## src/bstap_pkg.sv

```systemverilog
// package: tap states, instruction codes, chain widths and id fields
package bstap_pkg;

  localparam int          IR_WIDTH       = 3;
  localparam int          ID_WIDTH       = 32;
  localparam int          CHAIN_WIDTH    = 98;
  localparam int          TRST_TMS_EDGES = 5;

  localparam logic [2:0]  INSN_EXTEST    = 3'h0;
  localparam logic [2:0]  INSN_SAMPLE    = 3'h4;
  localparam logic [2:0]  INSN_IDCODE    = 3'h6;
  localparam logic [2:0]  INSN_BYPASS    = 3'h7;
  localparam logic [2:0]  IR_RESET_VALUE = INSN_IDCODE;
  localparam logic [1:0]  IR_CAPTURE_LSB = 2'h1;

  localparam int          ID_FIXED_POS   = 0;
  localparam int          ID_MFR_LSB     = 1;
  localparam int          ID_PART_LSB    = 12;
  localparam int          ID_REV_LSB     = 28;
  localparam logic [0:0]  ID_FIXED_BIT   = 1'h1;

  typedef enum logic [3:0] {
    ST_RESET, ST_IDLE, ST_SEL_DR, ST_CAP_DR, ST_SHIFT_DR, ST_EXIT1_DR,
    ST_PAUSE_DR, ST_EXIT2_DR, ST_UPD_DR, ST_SEL_IR, ST_CAP_IR,
    ST_SHIFT_IR, ST_EXIT1_IR, ST_PAUSE_IR, ST_EXIT2_IR, ST_UPD_IR
  } bstap_state_t;

  typedef enum logic [1:0] {
    SEL_CHAIN, SEL_ID, SEL_BYPASS
  } bstap_sel_t;

  // synchronised test pins and edge strobes
  typedef struct packed {
    logic tms;
    logic tdi;
    logic rise;
    logic fall;
  } bstap_pins_t;

endpackage

```

## src/bstap_top.sv

```systemverilog
// boundary-scan test access port: tap controller, instruction and data registers
`timescale 1ns/10ps
//
// Summary of operation
// - all scanning paced by test clock edges
// - three-bit instruction, shifted lsb first
// - instruction selects test and serial path
// - code 000 puts chain in path
// - extest drives pins from updated pattern
// - code 100 samples, core path kept
// - code 110 connects identification register
// - code 111 gives one-clock bypass delay
// - identification 32 bits, lsb out first
// - id bit0 one, maker, part, revision
// - bypass is one single stage
// - 98-bit chain used only by extest/sample
// - sixteen-state controller, dr and ir branches
// - next state from tms at rising edge
// - five tms-high edges force reset
// - reset state loads idcode, normal operation
// - chain outputs update on falling edge only
module bstap_top
  import bstap_pkg::*;
#(
  parameter int          WIDTH     = CHAIN_WIDTH,
  parameter logic [10:0] MFR_CODE  = 11'h2AA,   // arbitrary value
  parameter logic [15:0] PART_CODE = 16'h1234,  // arbitrary value
  parameter logic [3:0]  REV_CODE  = 4'h1       // arbitrary value
) (
  input  wire logic             core_clk_i,
  input  wire logic             rst_i,
  input  wire logic             tck_i,
  input  wire logic             tms_i,
  input  wire logic             tdi_i,
  output logic                  tdo_o,
  output logic                  tdo_oe_o,
  input  wire logic [WIDTH-1:0] pin_in_i,
  input  wire logic [WIDTH-1:0] core_out_i,
  input  wire logic [WIDTH-1:0] pin_sample_i,
  output logic      [WIDTH-1:0] pin_out_o,
  output logic                  test_mode_o
);

  // ---------------------------------------------------------------
  // pin synchronisers and test clock edge detection
  // ---------------------------------------------------------------
  logic [2:0]  tck_q, tck_d;
  logic [2:0]  tms_q, tms_d;
  logic [2:0]  tdi_q, tdi_d;
  logic        tck_lvl_q, tck_lvl_d;
  bstap_pins_t pins;

  always_comb begin
    tck_d     = {tck_q[1:0], tck_i};
    tms_d     = {tms_q[1:0], tms_i};
    tdi_d     = {tdi_q[1:0], tdi_i};
    tck_lvl_d = tck_lvl_q;
    if (tck_q[1] == tck_q[2]) begin
      tck_lvl_d = tck_q[2];
    end
  end

  always_ff @(posedge core_clk_i) begin
    if (rst_i) begin
      tck_q     <= 3'h0;
      tms_q     <= 3'h7;
      tdi_q     <= 3'h0;
      tck_lvl_q <= 1'b0;
    end else begin
      tck_q     <= tck_d;
      tms_q     <= tms_d;
      tdi_q     <= tdi_d;
      tck_lvl_q <= tck_lvl_d;
    end
  end

  // edges on agreed tck level; tms/tdi taken at the same depth
  always_comb begin
    pins.tms  = tms_q[2];
    pins.tdi  = tdi_q[2];
    pins.rise = (tck_q[1] == tck_q[2]) && tck_q[2] && !tck_lvl_q;
    pins.fall = (tck_q[1] == tck_q[2]) && !tck_q[2] && tck_lvl_q;
  end

  // ---------------------------------------------------------------
  // tap controller
  // ---------------------------------------------------------------
  bstap_state_t state_q, state_d;

  function automatic bstap_state_t next_state(bstap_state_t s, logic tms);
    bstap_state_t n;
    n = s;
    case (s)
      ST_RESET:    n = tms ? ST_RESET    : ST_IDLE;
      ST_IDLE:     n = tms ? ST_SEL_DR   : ST_IDLE;
      ST_SEL_DR:   n = tms ? ST_SEL_IR   : ST_CAP_DR;
      ST_CAP_DR:   n = tms ? ST_EXIT1_DR : ST_SHIFT_DR;
      ST_SHIFT_DR: n = tms ? ST_EXIT1_DR : ST_SHIFT_DR;
      ST_EXIT1_DR: n = tms ? ST_UPD_DR   : ST_PAUSE_DR;
      ST_PAUSE_DR: n = tms ? ST_EXIT2_DR : ST_PAUSE_DR;
      ST_EXIT2_DR: n = tms ? ST_UPD_DR   : ST_SHIFT_DR;
      ST_UPD_DR:   n = tms ? ST_SEL_DR   : ST_IDLE;
      ST_SEL_IR:   n = tms ? ST_RESET    : ST_CAP_IR;
      ST_CAP_IR:   n = tms ? ST_EXIT1_IR : ST_SHIFT_IR;
      ST_SHIFT_IR: n = tms ? ST_EXIT1_IR : ST_SHIFT_IR;
      ST_EXIT1_IR: n = tms ? ST_UPD_IR   : ST_PAUSE_IR;
      ST_PAUSE_IR: n = tms ? ST_EXIT2_IR : ST_PAUSE_IR;
      ST_EXIT2_IR: n = tms ? ST_UPD_IR   : ST_SHIFT_IR;
      ST_UPD_IR:   n = tms ? ST_SEL_DR   : ST_IDLE;
      default:     n = ST_RESET;
    endcase
    return n;
  endfunction

  // five tms-high rising edges reach reset from any state by the arcs
  always_comb begin
    state_d = state_q;
    if (pins.rise) begin
      state_d = next_state(state_q, pins.tms);
    end
  end

  always_ff @(posedge core_clk_i) begin
    if (rst_i) begin
      state_q <= ST_RESET;
    end else begin
      state_q <= state_d;
    end
  end

  // ---------------------------------------------------------------
  // instruction register
  // ---------------------------------------------------------------
  logic [IR_WIDTH-1:0] ir_shift_q, ir_shift_d;
  logic [IR_WIDTH-1:0] ir_q, ir_d;

  always_comb begin
    ir_shift_d = ir_shift_q;
    ir_d       = ir_q;
    if (state_q == ST_RESET) begin
      ir_d = IR_RESET_VALUE;
    end else if (pins.rise) begin
      case (state_q)
        ST_CAP_IR: begin
          ir_shift_d = {{(IR_WIDTH-2){1'b0}}, IR_CAPTURE_LSB};
        end
        ST_SHIFT_IR: begin
          ir_shift_d = {pins.tdi, ir_shift_q[IR_WIDTH-1:1]};
        end
        default: begin
        end
      endcase
    end else if (pins.fall && state_q == ST_UPD_IR) begin
      ir_d = ir_shift_q;
    end
  end

  always_ff @(posedge core_clk_i) begin
    if (rst_i) begin
      ir_shift_q <= '0;
      ir_q       <= IR_RESET_VALUE;
    end else begin
      ir_shift_q <= ir_shift_d;
      ir_q       <= ir_d;
    end
  end

  // ---------------------------------------------------------------
  // instruction decode
  // ---------------------------------------------------------------
  bstap_sel_t sel;
  logic       extest;

  always_comb begin
    case (ir_q)
      INSN_EXTEST, INSN_SAMPLE: sel = SEL_CHAIN;
      INSN_IDCODE:              sel = SEL_ID;
      default:                  sel = SEL_BYPASS;
    endcase
  end

  // extest releases the pins whenever the controller sits in reset
  assign extest      = (ir_q == INSN_EXTEST) && (state_q != ST_RESET);
  assign test_mode_o = extest;

  // ---------------------------------------------------------------
  // identification register and bypass stage
  // ---------------------------------------------------------------
  logic [ID_WIDTH-1:0] identification_shift_register_q;
  logic [ID_WIDTH-1:0] identification_shift_register_d;
  logic                single_bit_bypass_stage_q;
  logic                single_bit_bypass_stage_d;
  logic [ID_WIDTH-1:0] id_value;
  logic                dr_rise_cap;
  logic                dr_rise_shift;

  // id word is fixed; only capture-dr reloads the shift copy
  always_comb begin
    id_value                          = '0;
    id_value[ID_FIXED_POS]            = ID_FIXED_BIT;
    id_value[ID_PART_LSB-1:ID_MFR_LSB] = MFR_CODE;
    id_value[ID_REV_LSB-1:ID_PART_LSB] = PART_CODE;
    id_value[ID_WIDTH-1:ID_REV_LSB]   = REV_CODE;
  end

  assign dr_rise_cap   = pins.rise && state_q == ST_CAP_DR;
  assign dr_rise_shift = pins.rise && state_q == ST_SHIFT_DR;

  always_comb begin
    identification_shift_register_d = identification_shift_register_q;
    single_bit_bypass_stage_d       = single_bit_bypass_stage_q;
    if (dr_rise_cap && sel == SEL_ID) begin
      identification_shift_register_d = id_value;
    end else if (dr_rise_shift && sel == SEL_ID) begin
      identification_shift_register_d =
        {pins.tdi, identification_shift_register_q[ID_WIDTH-1:1]};
    end
    if (dr_rise_cap && sel == SEL_BYPASS) begin
      single_bit_bypass_stage_d = 1'b0;
    end else if (dr_rise_shift && sel == SEL_BYPASS) begin
      single_bit_bypass_stage_d = pins.tdi;
    end
  end

  always_ff @(posedge core_clk_i) begin
    if (rst_i) begin
      identification_shift_register_q <= '0;
      single_bit_bypass_stage_q       <= 1'b0;
    end else begin
      identification_shift_register_q <= identification_shift_register_d;
      single_bit_bypass_stage_q       <= single_bit_bypass_stage_d;
    end
  end

  // ---------------------------------------------------------------
  // pin scan chain
  // ---------------------------------------------------------------
  logic             chain_tdo;
  logic [WIDTH-1:0] chain_latched;
  logic [WIDTH-1:0] chain_capture;

  // extest captures input pins, sample sees pin-side values
  assign chain_capture = (ir_q == INSN_EXTEST) ? pin_in_i : pin_sample_i;

  bstap_chain #(
    .WIDTH(WIDTH)
  ) u_pin_scan_chain (
    .core_clk_i(core_clk_i),
    .rst_i     (rst_i),
    .capture_i (dr_rise_cap && sel == SEL_CHAIN),
    .shift_i   (dr_rise_shift && sel == SEL_CHAIN),
    .update_i  (pins.fall && state_q == ST_UPD_DR && sel == SEL_CHAIN),
    .tdi_i     (pins.tdi),
    .pins_i    (chain_capture),
    .tdo_o     (chain_tdo),
    .latched_o (chain_latched)
  );

  assign pin_out_o = extest ? chain_latched : core_out_i;

  // ---------------------------------------------------------------
  // serial output, retimed on the falling test clock edge
  // ---------------------------------------------------------------
  logic tdo_q, tdo_d;
  logic oe_q, oe_d;
  logic dr_bit;

  always_comb begin
    case (sel)
      SEL_CHAIN: dr_bit = chain_tdo;
      SEL_ID:    dr_bit = identification_shift_register_q[0];
      default:   dr_bit = single_bit_bypass_stage_q;
    endcase
    tdo_d = tdo_q;
    oe_d  = oe_q;
    // a released tdo is parked low so no stale shift bit lingers on it
    if (pins.fall) begin
      oe_d  = (state_q == ST_SHIFT_DR) || (state_q == ST_SHIFT_IR);
      tdo_d = 1'b0;
      if (state_q == ST_SHIFT_IR) begin
        tdo_d = ir_shift_q[0];
      end else if (state_q == ST_SHIFT_DR) begin
        tdo_d = dr_bit;
      end
    end
  end

  always_ff @(posedge core_clk_i) begin
    if (rst_i) begin
      tdo_q <= 1'b0;
      oe_q  <= 1'b0;
    end else begin
      tdo_q <= tdo_d;
      oe_q  <= oe_d;
    end
  end

  assign tdo_o    = tdo_q;
  assign tdo_oe_o = oe_q;

endmodule

```

## src/bstap_chain.sv

```systemverilog
// pin scan chain: shift stages plus latched parallel outputs
`timescale 1ns/10ps
module bstap_chain
  import bstap_pkg::*;
#(
  parameter int WIDTH = CHAIN_WIDTH
) (
  input  wire logic             core_clk_i,
  input  wire logic             rst_i,
  input  wire logic             capture_i,
  input  wire logic             shift_i,
  input  wire logic             update_i,
  input  wire logic             tdi_i,
  input  wire logic [WIDTH-1:0] pins_i,
  output logic                  tdo_o,
  output logic      [WIDTH-1:0] latched_o
);

  logic [WIDTH-1:0] shift_q;
  logic [WIDTH-1:0] shift_d;
  logic [WIDTH-1:0] latch_q;
  logic [WIDTH-1:0] latch_d;

  always_comb begin
    shift_d = shift_q;
    latch_d = latch_q;
    if (capture_i) begin
      shift_d = pins_i;
    end else if (shift_i) begin
      shift_d = {tdi_i, shift_q[WIDTH-1:1]};
    end
    if (update_i) begin
      latch_d = shift_q;
    end
  end

  always_ff @(posedge core_clk_i) begin
    if (rst_i) begin
      shift_q <= '0;
      latch_q <= '0;
    end else begin
      shift_q <= shift_d;
      latch_q <= latch_d;
    end
  end

  assign tdo_o     = shift_q[0];
  assign latched_o = latch_q;

endmodule

```

## config.mk

```make
export PLATFORM = sky130hd
export DESIGN_NAME = bstap_top
export DESIGN_NICKNAME = d
export VERILOG_FILES = /design/src/bstap_pkg.sv /design/src/bstap_top.sv /design/src/bstap_chain.sv
export SDC_FILE = /design/constraint.sdc
export NUM_CORES = 1
export LEC_CHECK = 0
export BUFFER_PORTS_ARGS = -buffer_cell sky130_fd_sc_hd__clkbuf_2
export CAP_MARGIN = 40
export CORE_MARGIN = 3
export CORE_UTILIZATION = 40
export CTS_CLUSTER_SIZE = 14
export DETAILED_ROUTE_END_ITERATION = 8
export PLACE_DENSITY_LB_ADDON = 0.3
export SLEW_MARGIN = 20
export SYNTH_ARGS = -nofsm -noshare
export SYNTH_HDL_FRONTEND = slang
export SYNTH_SLANG_ARGS = --single-unit
```

## constraint.sdc

```tcl
create_clock -name core_clk_i -period 2.4 [get_ports core_clk_i]
set_clock_uncertainty 0.2 [all_clocks]
set_input_delay 0.12 -clock core_clk_i [delete_from_list [all_inputs] [get_ports core_clk_i]]
set_output_delay 0.12 -clock core_clk_i [all_outputs]
set_load 0.005 [all_outputs]
```

* Yosys cells after proc, flatten, opt, wreduce, memory -nomap -nowiden *
Index checks and enable logic that the tools add are counted.

storage, ports and cells
  flip-flop bits (word level) = 251
  latch bits = 0
  memory bits (writable) = 0
  ROM bits = 0
  output and inout bits = 101
  logic and storage cells = 95
  memories kept = 0

operators by class
  $add $sub $neg = 0
  $mul = 0
  div/mod/pow operators = 0
  magnitude comparators = 0
  equal/unequal tests = 20
  shifts and indexed selects = 0
  muxes and demuxes = 24
  bitwise gates (word level) = 2
  reductions and logical operators = 35

operators with widths
  operator                                              number
  two-way mux 98 bit                                    4
  two-way mux 29 bit                                    2
  case mux 4 bit (12 select lines)                      1
  equality test 4 bit (second input constant)           8
  equality test 4 x 3 -> 1 bit (second input constant)  4
  logical AND 1 bit                                     16
  two-way mux 4 bit                                     4
  OR reduction 2 bit                                    6
  equality test 4 x 2 -> 1 bit (second input constant)  2
  equality test 3 bit (second input constant)           2
  two-way mux 2 bit                                     3
  two-way mux 3 bit                                     2
  case mux 3 bit (2 select lines)                       1
  nonzero test 2 bit                                    3
  two-way mux 1 bit                                     5
  equality test 4 x 1 -> 1 bit (second input constant)  1
  zero test 4 bit                                       1
  case mux 2 bit (2 select lines)                       1
  nonzero test 4 bit                                    1
  zero test 3 bit                                       1
  AND reduction 3 bit                                   1
  OR reduction 3 bit                                    1
  equality test 2 x 1 -> 1 bit (second input constant)  1
  equality test 2 bit (second input constant)           1
  7 further kinds                                       9

* Longest topological paths before layout *
Gate-level depths: netlist of the first run.

  word-level depth = 7
  gate-level depth with buffers = 8
  gate-level depth less buffers = 6

* Hierarchy *
A second synthesis of the first run with hierarchy kept.

unflattened totals
  cell total of the unflattened synthesis = 1243
  area total of the unflattened synthesis = 12575.8 um2

by module, submodules not included
  module       instances  cells each  area each (um2)  sequential area each (um2)
  bstap_chain  1          752         7946.4           3923.8
  bstap_top    1          491         4629.4           1101.1

* Worst setup path before layout of the first run *
Ideal clock, no wire load.

  path type = reg-to-reg
  start = register state_q[2]
  end = register identification_shift_register_q[0]
  setup time = 0.128 ns
  arrival = 1.735 ns
  data required time = 2.072 ns
  slack = 0.338 ns
  stages on the path, launching flop included = 8
  buffers on the path = 3
  period minus slack after synthesis = 2.062 ns
  cell sequence = dfxtp_1 > buf_2 > or4b_4 > or3_1 > buf_2 > buf_6 > o22ai_1 > nor2_1

on the way
  word-level cells in the longest chain between the ends = 4
  elaborated cells between the ends (all ways) = 8
  classes of those cells = 2 x eq/ne; 1 x mux; 5 x reduce/logical

ends and longest elaborated chain
  element                                                                              line                                source
  start, declared                                                                      bstap_top.sv:88                     bstap_state_t state_q, state_d;
  start signal, assigned                                                               bstap_top.sv:127                    state_q <= state_d;
  equality test 4 x 2 -> 1 bit / equality test 4 x 3 -> 1 bit (equally long branches)  bstap_top.sv:206, bstap_top.sv:207
  logical AND 1 bit, on equally long branches                                          bstap_top.sv:206, bstap_top.sv:207
  logical AND 1 bit, on equally long branches                                          bstap_top.sv:212, bstap_top.sv:214
  two-way mux 29 bit / nonzero test 2 bit (equally long branches)                      n/a
  end signal, assigned                                                                 bstap_top.sv:230                    identification_shift_register_q <= identification_shift_register_d;
  end, declared                                                                        bstap_top.sv:189                    logic [ID_WIDTH-1:0] identification_shift_register_q;

Parallel ways exist; a longest one is shown, timed or not.
A chain may end at the register's enable or synchronous reset.

* Worst setup path in the final report of the first run *
  start = register state_q[0]
  end = output pin_out_o[31]

on the way
  word-level cells in the longest chain between the ends = 3

ends and longest elaborated chain
  element             line              source
  nonzero test 4 bit  bstap_top.sv:183  assign extest = (ir_q == INSN_EXTEST) && (state_q != ST_RESET);
  logical AND 1 bit   bstap_top.sv:183
  two-way mux 98 bit  bstap_top.sv:259  assign pin_out_o = extest ? chain_latched : core_out_i;
  end, declared       bstap_top.sv:40   output logic [WIDTH-1:0] pin_out_o,

No other way between the ends.

==> results.sh, run 1 <==
export IMPL_setup_viol=98
export IMPL_cp_end_kind="output port"
export IMPL_crit_type="reg -> out"
export IMPL_cts_tree="built"
export IMPL_synth_most_common_cell="dfxtp_1"
export IMPL_vias=11300
export IMPL_yosys_most_used_dff="dfxtp_1"
export IMPL_rsz0062_at_grt="true"
export IMPL_drtPass1Iterations=5
export IMPL_critPathMaxFanout=5
export IMPL_yosys_area_top_type="dfxtp_1"
export IMPL_path_clk_slew_ns=0.06
export IMPL_stdcell_area_um2=17400
export IMPL_insertion_delay_ns=0.53
export IMPL_finalHoldViolCount=0
export IMPL_startpoint_type="flop"
export IMPL_tightest_slew_ns=0.610
export IMPL_cap_viol_max_count=0
export IMPL_slowest_delay_ns=0.51
export IMPL_power_density_nw_per_um2=522
export IMPL_grt_max_degree=85
export IMPL_clock_sinks=251
export IMPL_avgSynthCellArea_um2=9.60
export IMPL_ys_top_cells_by_count="dfxtp_1 (251), nand2_1 (247), mux2_2 (187), a21oi_1 (126), mux2i_1 (100)"
export IMPL_finalWirelength_um=37200
export IMPL_slew_headroom_pct=59.3
export IMPL_min_period_over_period_pct=108
export IMPL_slew_viol_final=0
export IMPL_cp_arrival_ns=2.28
export IMPL_fp_dieW_um=179
export IMPL_yosysUniqueCellTypes=51
export IMPL_p_leak_nw=7.62
export IMPL_syn_nets=1543
export IMPL_synth_area_leaders="dfxtp_1 (42%), mux2_2 (18%), mux2i_1 (8.4%)"
export IMPL_status="complete, but fails checks"
export IMPL_drt_iter0_drc=556
export IMPL_grt_antenna_before_repair=1
export IMPL_finalNetCount=2106
export IMPL_htree_levels=1
export IMPL_setup_slack_ns=-0.201
export IMPL_design_core_area_um2=29000
export IMPL_power_w=0.00911
export IMPL_grt_first_pass_wirelength_um=57700
export IMPL_synth_seq_area_share_pct=42.1
export IMPL_clock_path_buffers=3
export IMPL_yosysWarnings=0
export IMPL_die_area_um2=31900
export IMPL_fmax_mhz=384
export IMPL_grt_pass1_vias=11400
export IMPL_rows=62
export IMPL_grt_use_total_pct=22.0
export IMPL_cp_required_ns=2.08
export IMPL_synth_edf_count=0
export IMPL_drive_gt1_share_pct=38.1
export IMPL_peakVddDrop_mv=0.458
export IMPL_cts_root_buffer="clkbuf_16"
export IMPL_dpl_instance_area_um2=14300
export IMPL_cp_cell_sequence="or2_4 -> nor3_4 -> or4_4 -> buf_12 -> clkbuf_16 -> mux2_2 -> clkbuf_2"
export IMPL_detail_route_antenna_nets=0
export IMPL_holdCritPathClass="reg -> reg"
export IMPL_start_util_pct=41.1
export IMPL_num_io_pins=400
export IMPL_synthToLayoutAreaGrowth_pct=46.2
export IMPL_synth_seq_cells=251
export IMPL_numCtsBuffers=27
export IMPL_drt_wirelength_per_cell_um=16.8
export IMPL_place_gp_congestion=0.823
export IMPL_vias_per_cell=5.10
export IMPL_drc_errors=0
export IMPL_synth_top_area_share_pct=42.1
export IMPL_min_period_ns=2.60
export IMPL_violations="setup timing"
export IMPL_async_flop_share_pct=0
export IMPL_fill_cells=2361
export IMPL_slowest_stage="or4_4"
export IMPL_syn_inst=1242
export IMPL_dp_hpwl_um=23500
export IMPL_die_h_um=179
export IMPL_portBuffers=399
export IMPL_overflow=0
export IMPL_syn_area_um2=11900
[power breakdown]
group	switching [W]	internal [W]	leakage, nW
clock	0.00163	0.00240	0.430
sequential	0.00000471	0.00417	2.02
combinational	0.000312	0.000584	5.16
[flip-flops by register name (all words and copies together), names as in the netlist, 3 cells and up]
signal / count
tms_q: 3
state_q: 4
tck_q: 3
identification_shift_register_q: 32
u_pin_scan_chain.latched_o: 98
u_pin_scan_chain.shift_q: 98
ir_q: 3
ir_shift_q: 3
tdi_q: 3
[cell type report]
type	instances	area [um^2]	area share, %
multi-input combinational	876	6430	36.9
sequential	251	5040	28.9
timing repair buffer	641	4600	26.4
clock buffer	40	805	4.61
tap	384	480	2.76
clock inverter	6	58.8	0.337
inverter	8	30.0	0.172
antenna	1	2.50	0.0143
[worst max-delay path, delay by kind of cell (launching register included)]
family | cells | cell delay (ns)
DFF | 1 | 0.34
buffers and inverters | 3 | 0.47
and+or+nand+nor | 3 | 0.67
muxes | 1 | 0.27
[cell families (layout without fill, tap and decap cells)]
group           Yosys count  count (layout)  share of synthesized area, %
simple gates            315             315                          11.0
flops                   251             251                          42.1
other cells               0               1                             0
mux                     296             296                          26.9
fa+ha+maj                 2               2                         0.210
xor+xnor                  2               2                         0.147
compound gates          261             261                          15.1
buf+inv                 115             695                          4.43
[layout by cell type (no fill, tap or decap), drive strengths merged, types with 8 or more instances in the layout]
master       netlist  final
mux2             196    196
a21oi            127    127
inv                8      9
dlygate4sd3        0    203
nor3               8      8
mux2i            100    100
nor2              23     23
clkbuf            57    439
nand2            247    247
o22ai              9      9
dfxtp            251    251
o2bb2ai           98     98
buf               50     39
[routing by layer]
layer  global-route usage, %  vias up  share of wire (%)
met1                    27.1     5284                 43
met5                       0        -                  0
li1                        -     5549                  -
met3                    2.82       74                5.0
met4                    6.04        0                2.7
met2                    40.1      347                 49
[stage by stage]
step	setup WS [ns]	setup TNS, ns	std cells	utilization, %	hold slack (ns)
after global routing	-0.259	-18.74	2207	60.1	0.234
after CTS	-0.188	-12.53	2203	59.9	0.214
after global placement	0.264	0	1947	49.4	0.105
after floorplan	0.338	0	1242	-	0.0238
after detailed placement	0.202	0	1947	49.4	0.107
final	-0.201	-10.56	2207	60.1	0.210
[worst paths after layout]
| kind | startpoint | to | slack (ns) | depth (start not counted) |
|---|---|---|---|---|
| min | tms_q[1] | tms_q[2] | 0.21 | 1 |
| max | state_q[0] | pin_out_o[31] | -0.20 | 7 |
| max reg2reg | state_q[3] | u_pin_scan_chain.shift_q[32] | 0.02 | 7 |
| min reg2reg | tms_q[1] | tms_q[2] | 0.21 | 1 |
[repair_timing]
| item | in CTS | in global routing |
|---|---|---|
| buffers inserted | 4 | 2 |
| hold buffers | 203 | 0 |
| pin swaps | 0 | 1 |
| endpoints found under the hold margin | 131 | 0 |
| resized for setup | 10 | 6 |
| gates cloned | 3 | 1 |
| endpoints found under the setup margin | 99 | 98 |
No activity file was read; power rests on OpenSTA's default activity.
==> run 2: changes to the inputs <==
==> constraint.sdc (replaced) <==
create_clock -name core_clk_i -period 2.29 [get_ports core_clk_i]
set_clock_uncertainty 0.2 [all_clocks]
set_input_delay 0.1145 -clock core_clk_i [delete_from_list [all_inputs] [get_ports core_clk_i]]
set_output_delay 0.1145 -clock core_clk_i [all_outputs]
set_load 0.005 [all_outputs]
==> results.sh, run 2 (synthesis results as in run 1) <==
export IMPL_status="complete, but fails checks"
export IMPL_violations="setup timing"
export IMPL_clock_sinks=251
export IMPL_p_leak_nw=7.71
export IMPL_portBuffers=399
export IMPL_grt_use_total_pct=23.0
export IMPL_drt_iter0_drc=787
export IMPL_drtPass1Iterations=5
export IMPL_finalWirelength_um=39100
export IMPL_grt_antenna_before_repair=1
export IMPL_final_cell_mix="clkbuf_2 (398), nand2_1 (247), dfxtp_1 (246), dlygate4sd3_1 (200), mux2_2 (183)"
export IMPL_cts_root_buffer="clkbuf_16"
export IMPL_place_ws_ns=0.178
export IMPL_vias_per_cell=5.15
export IMPL_p_clk_share_pct=45.6
export IMPL_dp_hpwl_um=23900
export IMPL_path_clk_slew_ns=0.06
export IMPL_rows=62
export IMPL_peakVddDrop_mv=0.561
export IMPL_seqPwrFrac_pct=44.5
export IMPL_fmax_mhz=388
export IMPL_holdCritPathClass="in -> reg"
export IMPL_vias=11400
export IMPL_die_area_um2=31900
export IMPL_setup_viol=99
export IMPL_stdcell_area_um2=17600
export IMPL_drc_errors=0
export IMPL_setup_slack_ns=-0.289
export IMPL_layout_commonest_cell="clkbuf_2"
export IMPL_rrSetupSlack_ns=0.05
export IMPL_switching_power_w=0.00218
export IMPL_finalNetCount=2113
export IMPL_numCtsBuffers=28
export IMPL_grt_pass1_vias=11700
export IMPL_tightest_slew_ns=0.656
export IMPL_slew_viol_final=0
export IMPL_detail_route_antenna_nets=0
export IMPL_intPower_w=0.00765
export IMPL_min_period_ns=2.58
export IMPL_drt_wirelength_per_cell_um=17.6
export IMPL_power_density_nw_per_um2=559
export IMPL_finalHoldViolCount=0
export IMPL_cp_required_ns=1.98
export IMPL_cp_end_kind="output port"
export IMPL_critPathMaxFanout=8
export IMPL_startpoint_type="flop"
export IMPL_die_h_um=179
export IMPL_dpl_instance_area_um2=14400
export IMPL_synthToLayoutAreaGrowth_pct=47.4
export IMPL_place_gp_congestion=0.800
export IMPL_num_io_pins=400
export IMPL_clock_path_buffers=3
export IMPL_slew_headroom_pct=56.3
export IMPL_cts_tree="built"
export IMPL_insertion_delay_ns=0.53
export IMPL_htree_levels=1
export IMPL_rsz0062_at_grt="true"
export IMPL_start_util_pct=41.1
export IMPL_min_period_over_period_pct=113
export IMPL_grt_max_degree=58
export IMPL_fp_dieW_um=179
export IMPL_design_core_area_um2=29000
export IMPL_netSwitchingFraction_pct=22.2
export IMPL_finalSetupTns_ns=-22.97
export IMPL_overflow=0
export IMPL_cap_viol_max_count=0
export IMPL_drive_gt1_share_pct=38.7
export IMPL_cp_arrival_ns=2.26
export IMPL_power_frac_comb_pct=9.8
export IMPL_grt_first_pass_wirelength_um=59800
export IMPL_crit_type="reg -> out"
## run 2: changes by cell type in the layout (fill, tap and decap cells not counted), moves of 3 or more
cell           change
dlygate4sd3_1      -3
clkbuf_8           -5
buf_16             +3
mux2_4             +5
mux2_2             -3
buf_4              +9
## run 2: metrics by stage
step | hold WS, ns | util, % | total power (W) | cells
after floorplan | 0.0183 | - | 0.00473 | 1242
after global placement | 0.0997 | 49.6 | 0.00513 | 1955
after detailed placement | 0.104 | 49.6 | 0.00514 | 1955
after CTS | 0.0837 | 60.4 | 0.00989 | 2217
after global routing | 0.119 | 60.6 | 0.0102 | 2219
final | 0.119 | 60.6 | 0.00983 | 2219
## run 2: path summary, 6_finish.rpt
path | from | to | depth (start not counted)
worst max-delay path | state_q[0] | pin_out_o[88] | 7
worst min-delay path | tms_i | tms_q[0] | 3
worst max register to register | ir_q[2] | u_pin_scan_chain.shift_q[54] | 5
worst min register to register | tms_q[0] | tms_q[1] | 1
## run 2: repair_timing
| item | in CTS | in global routing |
|---|---|---|
| resized for setup | 11 | 8 |
| endpoints found under the hold margin | 127 | 0 |
| endpoints found under the setup margin | 99 | 112 |
| hold buffers | 200 | 0 |
| setup buffers | 6 | 0 |
| gates cloned | 4 | 1 |
## run 2: power by group through the flow
stage,Combinational [W],Sequential [W],Clock (W)
floorplan,0.000262,0.00447,0
global placement,0.000657,0.00447,0
detailed placement,0.000664,0.00447,0
CTS,0.000936,0.00438,0.00458
global route,0.00104,0.00437,0.00478
finish,0.000967,0.00438,0.00448
## run 2: per-layer routing
layer | global-route usage, % | up-vias | routed length (um) | share of wire, %
met4 | 6.66 | 0 | 1020 | 2.6
met2 | 42.3 | 383 | 19900 | 51
met3 | 4.43 | 71 | 2250 | 5.8
met1 | 27.1 | 5409 | 15900 | 41
li1 | - | 5571 | - | -
met5 | 0 | - | 0 | 0
## run 2: worst max-delay path: stages, from the launching register on
cell and delay [ns]:
dfxtp_2 0.33, or2_4 0.11, nor3_2 0.04, or4_4 0.48, buf_12 0.18, buf_16 0.14, mux2_1 0.32, clkbuf_2 0.12
## run 2: area by class of cell
cell class / instances / area, um^2
fillers: 2391 / 11400
multi-input cells: 876 / 6430
flip-flops and latches: 251 / 5030
repair buffers: 647 / 4670
clock buffers: 38 / 790
well taps: 384 / 480
clock inverters: 14 / 140
inverters: 8 / 30.0
diodes: 1 / 2.50
==> run 3: changes to the inputs <==
--- a/config.mk
+++ b/config.mk
@@ -5,12 +5,12 @@
 export SDC_FILE = /design/constraint.sdc
 export NUM_CORES = 1
 export LEC_CHECK = 0
-export BUFFER_PORTS_ARGS = -buffer_cell sky130_fd_sc_hd__clkbuf_2
 export CAP_MARGIN = 40
 export CORE_MARGIN = 3
-export CORE_UTILIZATION = 40
+export CORE_UTILIZATION = 45
 export CTS_CLUSTER_SIZE = 14
 export DETAILED_ROUTE_END_ITERATION = 8
+export DONT_BUFFER_PORTS = 1
 export PLACE_DENSITY_LB_ADDON = 0.3
 export SLEW_MARGIN = 20
 export SYNTH_ARGS = -nofsm -noshare
==> results.sh, run 3 (synthesis results as in run 1) <==
export IMPL_whs_ns=-0.545
export IMPL_cts_tree="built"
export IMPL_place_gp_congestion=0.780
export IMPL_fp_dieW_um=169
export IMPL_p_leak_nw=6.23
export IMPL_grt_antenna_before_repair=9
export IMPL_multi_input_area_um2=6480
export IMPL_detail_route_antenna_nets=0
export IMPL_path_clk_slew_ns=0.06
export IMPL_fmax_mhz=397
export IMPL_cp_end_kind="output port"
export IMPL_slew_viol_final=0
export IMPL_drt_wirelength_per_cell_um=21.0
export IMPL_rsz0062_at_grt="true"
export IMPL_grt_use_total_pct=24.2
export IMPL_holdCritPathClass="in -> reg"
export IMPL_power_density_nw_per_um2=605
export IMPL_vias=10200
export IMPL_grt_max_degree=136
export IMPL_cp_arrival_ns=2.21
export IMPL_drt_iter0_drc=742
export IMPL_clock_sinks=251
export IMPL_hold_path_depth=1
export IMPL_drtPass1Iterations=5
export IMPL_overflow=0
export IMPL_hold_start="rst_i"
export IMPL_setup_viol=98
export IMPL_htree_levels=1
export IMPL_crit_type="reg -> out"
export IMPL_final_cell_mix="nand2_1 (247), dfxtp_1 (246), dlygate4sd3_1 (222), mux2_2 (184), a21oi_1 (125)"
export IMPL_violations="hold timing, setup timing"
export IMPL_dr_wl_met3_um=2110
export IMPL_rrSetupSlack_ns=0.07
export IMPL_place_ws_ns=0.156
export IMPL_dpl_instance_area_um2=12200
export IMPL_grt_first_pass_wirelength_um=56200
export IMPL_min_period_over_period_pct=110
export IMPL_reg2reg_to="identification_shift_register_q[0]"
export IMPL_slew_headroom_pct=58.9
export IMPL_met2_length_um=19100
export IMPL_die_area_um2=28500
export IMPL_hold_end="u_pin_scan_chain.latched_o[1]"
export IMPL_synthToLayoutAreaGrowth_pct=32.5
export IMPL_insertion_delay_ns=0.53
export IMPL_critPathMaxFanout=11
export IMPL_num_io_pins=400
export IMPL_timing_rr_start="state_q[0]"
export IMPL_drive_gt1_share_pct=21.9
export IMPL_min_period_ns=2.52
export IMPL_setup_slack_ns=-0.231
export IMPL_finalHoldViolCount=228
export IMPL_portBuffers=0
export IMPL_stdcell_area_um2=15800
export IMPL_design_core_area_um2=25600
export IMPL_grt_pass1_vias=10300
export IMPL_tightest_slew_ns=0.617
export IMPL_drc_errors=0
export IMPL_rows=58
export IMPL_top_layer="met4"
export IMPL_layout_commonest_cell="nand2_1"
export IMPL_fill_cells=2062
export IMPL_finalWirelength_um=37600
export IMPL_clock_path_buffers=3
export IMPL_numCtsBuffers=28
export IMPL_vias_per_cell=5.68
export IMPL_cp_required_ns=1.98
export IMPL_dp_hpwl_um=21800
export IMPL_wl_met1_um=15300
export IMPL_cap_viol_max_count=0
export IMPL_start_util_pct=46.6
export IMPL_peakVddDrop_mv=0.625
export IMPL_cts_root_buffer="clkbuf_16"
export IMPL_die_h_um=169
export IMPL_ff2ff_path_depth=6
export IMPL_status="complete, but fails checks"
export IMPL_regArea_um2=5040
export IMPL_startpoint_type="flop"
export IMPL_finalNetCount=1730
[run 3: cell types whose count changed in the layout (fill, tap and decap cells not counted), moves of 2 or more]
cell,before,now
clkbuf_8,3,8
clkbuf_2,398,0
diode_2,1,9
clkbuf_1,6,2
clkbuf_16,30,33
mux2_4,6,12
clkinvlp_4,2,0
buf_12,13,11
clkinv_4,2,0
mux2_1,7,0
dlygate4sd3_1,200,222
buf_4,28,20
[run 3: through the flow]
stage | setup TNS [ns] | utilization [%] | power (W) | cells | hold WS, ns
detailed placement | 0 | 47.7 | 0.00477 | 1493 | 0.00119
CTS | -30.36 | 60.9 | 0.00961 | 1772 | -0.560
finish | -18.71 | 61.7 | 0.00956 | 1788 | -0.545
global placement | 0 | 47.7 | 0.00477 | 1493 | -0.000936
global route | -24.22 | 61.7 | 0.00981 | 1788 | -0.564
floorplan | 0 | - | 0.00473 | 1242 | 0.0183
[run 3: cell type report]
| type | count | share of cell area [%] |
|---|---|---|
| tap | 330 | 2.61 |
| antenna | 9 | 0.143 |
| inverter | 8 | 0.190 |
| multi-input combinational | 876 | 41.0 |
| clock buffer | 40 | 5.49 |
| clock inverter | 10 | 0.523 |
| timing repair buffer | 264 | 18.2 |
| sequential | 251 | 31.9 |
[run 3: worst max path at each step]
stage | startpoint | endpoint | cells after the start | slack (ns)
2_1_floorplan | state_q[2] | identification_shift_register_q[0] | 7 | 0.23
3_5_place_dp | state_q[2] | u_pin_scan_chain.shift_q[74] | 5 | 0.16
3_3_place_gp | state_q[0] | pin_out_o[66] | 5 | 0.21
4_1_cts | state_q[0] | pin_out_o[17] | 6 | -0.36
5_1_grt | state_q[0] | pin_out_o[17] | 6 | -0.28
6_report | state_q[0] | pin_out_o[17] | 6 | -0.23
[run 3: critical path: stages (launching register included)]
cell       delay, ns
dfxtp_4         0.34
or2_1           0.12
nor3_2          0.05
or4_4           0.47
buf_12          0.18
clkbuf_16       0.18
mux2_4          0.32
[run 3: power breakdown]
group          leakage [nW]  total, W  internal, W  switching [W]
registers              2.02   0.00438      0.00437     0.00000528
logic                  3.72  0.000602     0.000399       0.000204
clock network         0.480   0.00458      0.00274        0.00184
total                  6.23   0.00956      0.00751        0.00205
[run 3: repair_timing]
action	4_1_cts	5_1_grt
hold endpoints to repair	251	233
gates resized for setup	24	13
pin swaps	1	2
gates cloned	4	4
hold buffers	220	2
setup buffers	5	1
endpoints found under the setup margin	99	161
[run 3: per-layer routing]
layer | up-vias | global-route usage (%)
met2 | 405 | 42.4
li1 | 4812 | -
met4 | 0 | 8.82
met1 | 4855 | 29.9
met5 | - | 0
met3 | 86 | 3.92
